--- src/rrls_defines.svh ---
// constants for the redundant receive line selector
// assumes inclusion by bare name from the package and the design file
`ifndef RRLS_DEFINES_SVH
`define RRLS_DEFINES_SVH

`define RRLS_CLK_MHZ          200
`define RRLS_INVALID_LIMIT    2'h2
`define RRLS_CH_A             1'h0
`define RRLS_CH_B             1'h1
`define RRLS_ECHO_WAIT_NS     20000
`define RRLS_ECHO_WAIT_CYC    ((`RRLS_ECHO_WAIT_NS * `RRLS_CLK_MHZ) / 1000)
`define RRLS_ECHO_CNT_W       17

`endif

--- src/rrls_pkg.sv ---
// types for the redundant receive line selector
// assumes rrls_defines.svh is on the include path
`include "rrls_defines.svh"

package rrls_pkg;

    // health reports from the link layer, one-cycle pulses
    typedef struct packed {
        logic frameOk;
        logic frameBad;
        logic respTimeout;
        logic syncMissing;
    } rrls_health_t;

    // receive serial path, one bit with a data-valid qualifier
    typedef struct packed {
        logic valid;
        logic bit_;
    } rrls_rx_t;

    typedef enum logic [1:0] {
        RRLS_IDLE = 2'b00,
        RRLS_TX   = 2'b01,
        RRLS_ECHO = 2'b10
    } rrls_echo_t;

endpackage

--- src/rrls_selector.sv ---
// redundant receive line selector: dual transmit, one receive path, echo handling
// assumes link-layer health pulses and management commands on clk
//
// Functional notes
// - transmit drives both cables identically
// - forward receive from one cable only
// - only management command changes selected channel
// - two consecutive invalid frames flag switch
// - response timeout timer expiry flags switch
// - missing sync idle in interval flags switch
// - selected channel reported to management
// - no preferred channel after initialisation
// - echo delay raises no faults
// - own echo removed, never forwarded
// - echo never duplicates a received message
// - no-echo network: emulate echo locally
// - echo function copies input to return
// - echo detection confirms link intact
`timescale 1ns/100ps
`include "rrls_defines.svh"

module rrls_selector
    import rrls_pkg::*;
(
    // clock and reset
    input  wire logic         clk,
    input  wire logic         rst_n,
    // transmit from the link layer
    input  wire logic         txBit,
    input  wire logic         txActive,
    // cable a and b attachment units
    input  wire logic         rxBitA,
    input  wire logic         rxBitB,
    input  wire logic         rxActA,
    input  wire logic         rxActB,
    output logic              txBitA,
    output logic              txBitB,
    output logic              txEnA,
    output logic              txEnB,
    output logic              returnA,
    output logic              returnB,
    // link layer receive, two-entry buffered
    output rrls_rx_t          rxOut,
    input  wire logic         rxReady,
    output logic              rxOverrun,
    // link-layer health reports
    input  rrls_health_t      health,
    // physical layer management
    input  wire logic         switchCmd,
    input  wire logic         echoNetwork,
    input  wire logic         echoFunction,
    output logic              switchRequest,
    output logic              selChannel,
    output logic              linkConfirmed,
    output logic              echoEmulated
);

    // ***************************************************
    // pin synchronisers
    // ***************************************************
    logic [3:0] syncA;
    logic [3:0] syncB;
    logic [3:0] rawIn;
    logic [3:0] pin;
    assign rawIn = {rxActB, rxBitB, rxActA, rxBitA};

    always_ff @(posedge clk or negedge rst_n) begin
        if (!rst_n) begin
            syncA <= 4'h0;
            syncB <= 4'h0;
        end else begin
            syncA <= rawIn;
            syncB <= syncA;
        end
    end
    assign pin = syncB;

    // ***************************************************
    // transmit on both cables
    // ***************************************************
    always_ff @(posedge clk or negedge rst_n) begin
        if (!rst_n) begin
            txBitA <= 1'h1;
            txBitB <= 1'h1;
            txEnA  <= 1'h0;
            txEnB  <= 1'h0;
        end else begin
            txBitA <= txActive ? txBit : 1'h1;
            txBitB <= txActive ? txBit : 1'h1;
            txEnA  <= txActive;
            txEnB  <= txActive;
        end
    end

    // ***************************************************
    // switching conditions and selector
    // ***************************************************
    logic [1:0] invalidCnt;
    logic       condHit;

    // health pulses arrive from the link layer's own monitoring
    assign condHit = (health.frameBad && invalidCnt == (`RRLS_INVALID_LIMIT - 2'h1))
                   || health.respTimeout || health.syncMissing;

    always_ff @(posedge clk or negedge rst_n) begin
        if (!rst_n) begin
            invalidCnt <= 2'h0;
        end else if (switchCmd) begin
            invalidCnt <= 2'h0;
        end else if (health.frameOk) begin
            invalidCnt <= 2'h0;
        end else if (health.frameBad && invalidCnt != `RRLS_INVALID_LIMIT) begin
            invalidCnt <= invalidCnt + 2'h1;
        end
    end

    // request is sticky until management acts; a new hit wins over the clear
    always_ff @(posedge clk or negedge rst_n) begin
        if (!rst_n) begin
            switchRequest <= 1'h0;
        end else if (condHit) begin
            switchRequest <= 1'h1;
        end else if (switchCmd) begin
            switchRequest <= 1'h0;
        end
    end

    // reset value is arbitrary; no channel is favoured afterwards
    always_ff @(posedge clk or negedge rst_n) begin
        if (!rst_n) begin
            selChannel <= `RRLS_CH_A;
        end else if (switchCmd) begin
            selChannel <= ~selChannel;
        end
    end

    // ***************************************************
    // echo tracking
    // ***************************************************
    rrls_echo_t                   echoState;
    logic [`RRLS_ECHO_CNT_W-1:0]  echoCnt;
    logic                         selAct;
    logic                         selBit;
    logic                         echoSeen;

    assign selAct = (selChannel == `RRLS_CH_B) ? pin[3] : pin[1];
    assign selBit = (selChannel == `RRLS_CH_B) ? pin[2] : pin[0];

    // while transmitting and until the echo window closes, receive is the echo
    always_ff @(posedge clk or negedge rst_n) begin
        if (!rst_n) begin
            echoState <= RRLS_IDLE;
            echoCnt   <= '0;
            echoSeen  <= 1'h0;
        end else begin
            unique case (echoState)
                RRLS_IDLE: begin
                    if (txActive) begin
                        echoState <= RRLS_TX;
                        echoSeen  <= 1'h0;
                    end
                end
                RRLS_TX: begin
                    if (selAct) begin
                        echoSeen <= 1'h1;
                    end
                    if (!txActive) begin
                        echoState <= echoNetwork ? RRLS_ECHO : RRLS_IDLE;
                        echoCnt   <= '0;
                    end
                end
                // a late echo may start after the frame; wait until it has come and gone
                RRLS_ECHO: begin
                    if (txActive) begin
                        echoState <= RRLS_TX;
                        echoSeen  <= 1'h0;
                    end else if (!echoNetwork || (!selAct && echoSeen)) begin
                        echoState <= RRLS_IDLE;
                    end else if (echoCnt ==
                                 `RRLS_ECHO_CNT_W'(`RRLS_ECHO_WAIT_CYC - 1)) begin
                        echoState <= RRLS_IDLE;
                    end else begin
                        echoCnt  <= echoCnt + 1'b1;
                        echoSeen <= echoSeen || selAct;
                    end
                end
                default: echoState <= RRLS_IDLE;
            endcase
        end
    end

    logic echoBlank;
    assign echoBlank = (echoState != RRLS_IDLE) || txActive;

    always_ff @(posedge clk or negedge rst_n) begin
        if (!rst_n) begin
            linkConfirmed <= 1'h0;
        end else if (echoNetwork && echoState != RRLS_IDLE && selAct) begin
            linkConfirmed <= 1'h1;
        end else if (echoState == RRLS_ECHO &&
                     echoCnt == `RRLS_ECHO_CNT_W'(`RRLS_ECHO_WAIT_CYC - 1)) begin
            linkConfirmed <= 1'h0;
        end
    end

    always_ff @(posedge clk or negedge rst_n) begin
        if (!rst_n) begin
            echoEmulated <= 1'h1;
        end else begin
            echoEmulated <= echoNetwork ? 1'h1 : (txActive ? txBit : 1'h1);
        end
    end

    // echo function returns each received signal; own echo is not relayed
    always_ff @(posedge clk or negedge rst_n) begin
        if (!rst_n) begin
            returnA <= 1'h1;
            returnB <= 1'h1;
        end else begin
            returnA <= (echoFunction && !echoBlank) ? pin[0] : 1'h1;
            returnB <= (echoFunction && !echoBlank) ? pin[2] : 1'h1;
        end
    end

    // ***************************************************
    // two-entry receive buffer
    // ***************************************************
    logic [1:0] bufBit;
    logic       rdPtr;
    logic       wrPtr;
    logic [1:0] count;
    logic       push;
    logic       pop;

    assign push = selAct && !echoBlank && count != 2'h2;
    assign pop  = rxOut.valid && rxReady;

    always_ff @(posedge clk or negedge rst_n) begin
        if (!rst_n) begin
            bufBit <= 2'h0;
            wrPtr  <= 1'h0;
            rdPtr  <= 1'h0;
            count  <= 2'h0;
        end else begin
            if (push) begin
                bufBit[wrPtr] <= selBit;
                wrPtr         <= ~wrPtr;
            end
            if (pop) begin
                rdPtr <= ~rdPtr;
            end
            count <= count + {1'h0, push} - {1'h0, pop};
        end
    end

    // output register refreshed from the buffer head after each move
    always_ff @(posedge clk or negedge rst_n) begin
        if (!rst_n) begin
            rxOut     <= '0;
            rxOverrun <= 1'h0;
        end else begin
            rxOverrun <= selAct && !echoBlank && count == 2'h2;
            // a word pushed while the last one leaves is not in the array yet
            if (pop) begin
                if (count == 2'h2) begin
                    rxOut.valid <= 1'h1;
                    rxOut.bit_  <= bufBit[~rdPtr];
                end else if (push) begin
                    rxOut.valid <= 1'h1;
                    rxOut.bit_  <= selBit;
                end else begin
                    rxOut.valid <= 1'h0;
                end
            end else if (!rxOut.valid && count != 2'h0) begin
                rxOut.valid <= 1'h1;
                rxOut.bit_  <= bufBit[rdPtr];
            end
        end
    end

    // ***************************************************
    // checks
    // ***************************************************
    property p_txSame;
        @(posedge clk) disable iff (!rst_n)
        txActive |=> (txBitA == txBitB) && txEnA && txEnB;
    endproperty
    a_txSame: assert property (p_txSame) else $error("cables differ");

    property p_selHold;
        @(posedge clk) disable iff (!rst_n)
        !switchCmd |=> $stable(selChannel);
    endproperty
    a_selHold: assert property (p_selHold) else $error("channel moved");

    property p_selFlip;
        @(posedge clk) disable iff (!rst_n)
        switchCmd |=> selChannel != $past(selChannel);
    endproperty
    a_selFlip: assert property (p_selFlip) else $error("no flip");

    property p_twoBad;
        @(posedge clk) disable iff (!rst_n)
        (health.frameBad && !switchCmd && !health.frameOk) ##1
        (health.frameBad && !switchCmd && !health.frameOk) |=> switchRequest;
    endproperty
    a_twoBad: assert property (p_twoBad) else $error("two bad no req");

    property p_tmo;
        @(posedge clk) disable iff (!rst_n)
        (health.respTimeout || health.syncMissing) |=> switchRequest;
    endproperty
    a_tmo: assert property (p_tmo) else $error("timeout no req");

    property p_okClr;
        @(posedge clk) disable iff (!rst_n)
        health.frameOk |=> invalidCnt == 2'h0;
    endproperty
    a_okClr: assert property (p_okClr) else $error("count kept");

    property p_noEcho;
        @(posedge clk) disable iff (!rst_n)
        txActive |-> !push;
    endproperty
    a_noEcho: assert property (p_noEcho) else $error("echo forwarded");

    property p_emu;
        @(posedge clk) disable iff (!rst_n)
        (!echoNetwork && txActive) |=> echoEmulated == $past(txBit);
    endproperty
    a_emu: assert property (p_emu) else $error("no emulation");

endmodule

--- config.mk ---
export PLATFORM = sky130hd
export DESIGN_NAME = rrls_selector
export DESIGN_NICKNAME = d
export VERILOG_FILES = /design/src/rrls_pkg.sv /design/src/rrls_selector.sv
export VERILOG_INCLUDE_DIRS = /design/src /design/src/src
export SDC_FILE = /design/constraint.sdc
export NUM_CORES = 1
export LEC_CHECK = 0
export ABC_AREA = 1
export BUFFER_PORTS_ARGS = -buffer_cell sky130_fd_sc_hd__buf_4
export CAP_MARGIN = 20
export CORE_ASPECT_RATIO = 1.25
export CORE_UTILIZATION = 43
export CTS_CLUSTER_DIAMETER = 30
export DETAILED_ROUTE_END_ITERATION = 7
export HOLD_SLACK_MARGIN = 0.12
export PLACE_DENSITY = 0.73
export REMOVE_ABC_BUFFERS = 1
export SYNTH_ARGS = -nofsm -noshare
export SYNTH_HDL_FRONTEND = slang
export SYNTH_SLANG_ARGS = --single-unit
--- constraint.sdc ---
create_clock -name clk -period 2 [get_ports clk]
set_input_delay 0.3 -clock clk [delete_from_list [all_inputs] [get_ports clk]]
set_output_delay 0.3 -clock clk [all_outputs]
set_load 0.02 [all_outputs]
==> impl_metrics.yaml <==
status:
  status: "finished, final reports clean"
sta:
  fin_skew_ns: 0.0168
  fmax_mhz: 534
  worst_slew_pin_slew_ns: 0.577
  min_period_ns: 1.87
  fin_setup_tns_ns: 0
  rsz0062_at_grt: "false"
  setup_ws_ns: 0.128
  finalMaxSlewViolations: 0
  finalCritPeriodShare_pct: 93.6
  hold_viol: 0
  slew_headroom_pct: 61.5
  finalSetupViolCount: 0
critical_path:
  cp.arrival_ns: 2.07
  rr_startpoint: "echoState[0]"
  cpPeakStageDelay_ns: 0.41
  ff2ff_path_depth: 10
  ff2ff_setup_slack_ns: 0.13
  worstSetupStartpoint: "echoState[0]"
  timing.rr.end: "count[1]"
  worstPathBufferInverterCount: 3
  worstPathMaxFanout: 6
  cp.required_ns: 2.20
  critical_path.slowest_cell: "dfrtp_1"
  endpoint_kind: "register"
  start_kind: "register"
  crit_family: "adder cells"
  cp_cell_sequence: "inv_1, ha_2, nand2_1, inv_2, nand3_2, ha_1, inv_1, ha_1, xnor2_2, xor2_1"
  critPathKind: "register to register"
grt:
  grt.met2_usage_pct: 37.6
  grt_use_met1_pct: 19.4
  grt_start_max_net_pins: 48
  grt_first_pass_wirelength_um: 9250
  busiest_layer: "met2"
  grt_usage_pct: 18.7
  antenna_found_initial: 0
  grt.met3_usage_pct: 3.22
  grt_overflow: 0
  grt_pass1_vias: 2277
pwr:
  cellPowerDensity_nw_per_um2: 988
  power_w: 0.00301
  ir_worst_vdd_uv: 588
  p_leak_nw: 1.46
placed_design:
  place.port_buffers: 28
  dp.cells: 419
  dpl_worst_slack_ns: 0.0469
  gp_congestion: 0.884
  dp_hpwl_um: 3870
floorplanning:
  core_area_um2: 5740
  fp.dieArea_um2: 6250
  fp.dieH_um: 88.1
  die_w_um: 70.9
  ios: 29
  fp-row-count: 31
  start_util_pct: 44.4
clocking:
  cts.clk_slew.worst_paths_ns: 0.10
  cts.root.buffer_cell: "clkbuf_8"
  cts_max_level: 2
  clock_latency_ns: 0.31
  cts_buffers: 5
  clockBufferDepth: 2
  tritoncts: "yes"
  numClockSinks: 47
logic_synthesis:
  synth.distinct_cells: 33
  avgSynthCellArea_um2: 7.83
  post_synth_inst_count: 326
  yosysWarnings: 0
  yosysSeqAreaShare_pct: 46.3
  ys_seq_elements: 47
  netlist_area_um2: 2550
finish:
  fin_cells: 434
  mostFrequentLayoutCells: "nand2_1 (98), dfrtp_1 (43), nor2_1 (38)"
  n_antenna_cell: 0
  fillerInstances: 552
  final_common_cell: "nand2_1"
  nNetsFinal: 392
  syn2layout_area_growth_pct: 19.5
  drive_above_1_share_pct: 17.9
drt:
  via_count: 2208
  wl_per_cell_um: 12.1
  vias_per_cell: 5.09
  wl_um: 5240
  antenna_left: 0
  first_pass_iters: 4
  drc_errors: 0
  drt-initial-drc-count: 146
hold_path:
  holdPathEnd: "invalidCnt[0]"
  hold_path.class: "input port to register"
  whs_path_depth: 2
  hp-start: "health[3]"
run:
  drv_cap: 0
-- power by group --
part | internal [W] | leakage (nW) | switching [W]
registers | 0.00110 | 0.589 | 0.000111
logic | 0.000377 | 0.805 | 0.000598
clock network | 0.000500 | 0.0654 | 0.000321
total | 0.00198 | 1.46 | 0.00103
-- per-layer routing --
layer | wire length [µm] | vias up
li1 | - | 1115
met1 | 2150 | 1049
met2 | 2860 | 36
met3 | 143 | 8
met4 | 89 | 0
met5 | 0 | -
-- metrics by stage --
stage	hold slack (ns)	instance area [µm²]	utilization [%]
4_1_cts	0.156	3020	52.6
2_1_floorplan	0.00441	2500	-
5_1_grt	0.157	3050	53.1
6_report	0.167	3050	53.1
3_5_place_dp	0.345	2840	49.4
3_3_place_gp	0.331	2840	49.4
-- flip-flops by register name, indices dropped and copies added (netlist names) --
register / flops
echoCnt: 17
pin: 4
syncA: 4
bufBit: 2
count: 2
echoState: 2
invalidCnt: 2
rxOut: 2
echoEmulated: 1
echoSeen: 1
linkConfirmed: 1
rdPtr: 1
returnA: 1
returnB: 1
rxOverrun: 1
selChannel: 1
switchRequest: 1
txBitB: 1
txEnB: 1
wrPtr: 1
-- cell type report --
class | instances | area (µm²) | area share, %
Clock buffer | 6 | 72.6 | 2.38
Inverter | 36 | 135 | 4.43
Timing Repair Buffer | 41 | 320 | 10.5
Multi-Input combinational cell | 236 | 1200 | 39.3
Tap cell | 66 | 82.6 | 2.71
Sequential cell | 47 | 1180 | 38.7
Clock inverter | 2 | 60.1 | 1.97
-- cell families after synthesis --
logic type / synth area share [%]
AND/OR/NAND/NOR: 32.5
flip-flops: 46.3
buffers and inverters: 7.36
AO/OA/AOI/OAI: 6.38
XOR/XNOR: 3.09
adder cells (fa/ha/maj): 4.41
-- timing repair --
action	in CTS	in global routing
hold buffers	5	0
endpoints found under the setup margin	0	1
resized for setup	0	3
setup buffers	0	2
endpoints found under the hold margin	47	0
-- how the worst max path moves through the flow --
| stage | cells past startpoint | to | slack, ns |
|---|---|---|---|
| floorplan | 10 | count[1] | 0.17 |
| global placement | 10 | count[1] | 0.21 |
| detailed placement | 10 | count[1] | 0.05 |
| CTS | 10 | count[1] | 0.05 |
| global route | 10 | count[1] | 0.02 |
| finish | 10 | count[1] | 0.13 |
-- Yosys cell counts (all sizes together) --
cell,count,share of area [%]
buf,6,1.9
nor3b,2,0.59
o21ai,12,2.4
o211ai,2,0.59
xor2,6,2.1
dfrtp,43,42
nor2,43,6.8
o21bai,2,0.59
a21boi,1,0.29
dfstp,4,4.1
inv,36,5.3
nand3b,1,0.29
ha,9,4.4
a2111oi,1,0.34
nor3,3,0.59
nor4,1,0.25
a21o,1,0.29
a32oi,1,0.34
a21oi,8,1.6
clkbuf,1,0.15
nand3,34,7.4
xnor2,3,1.0
nand4,4,0.98
nand2,102,16
Note: power is estimated with default switching activity, not from simulation.
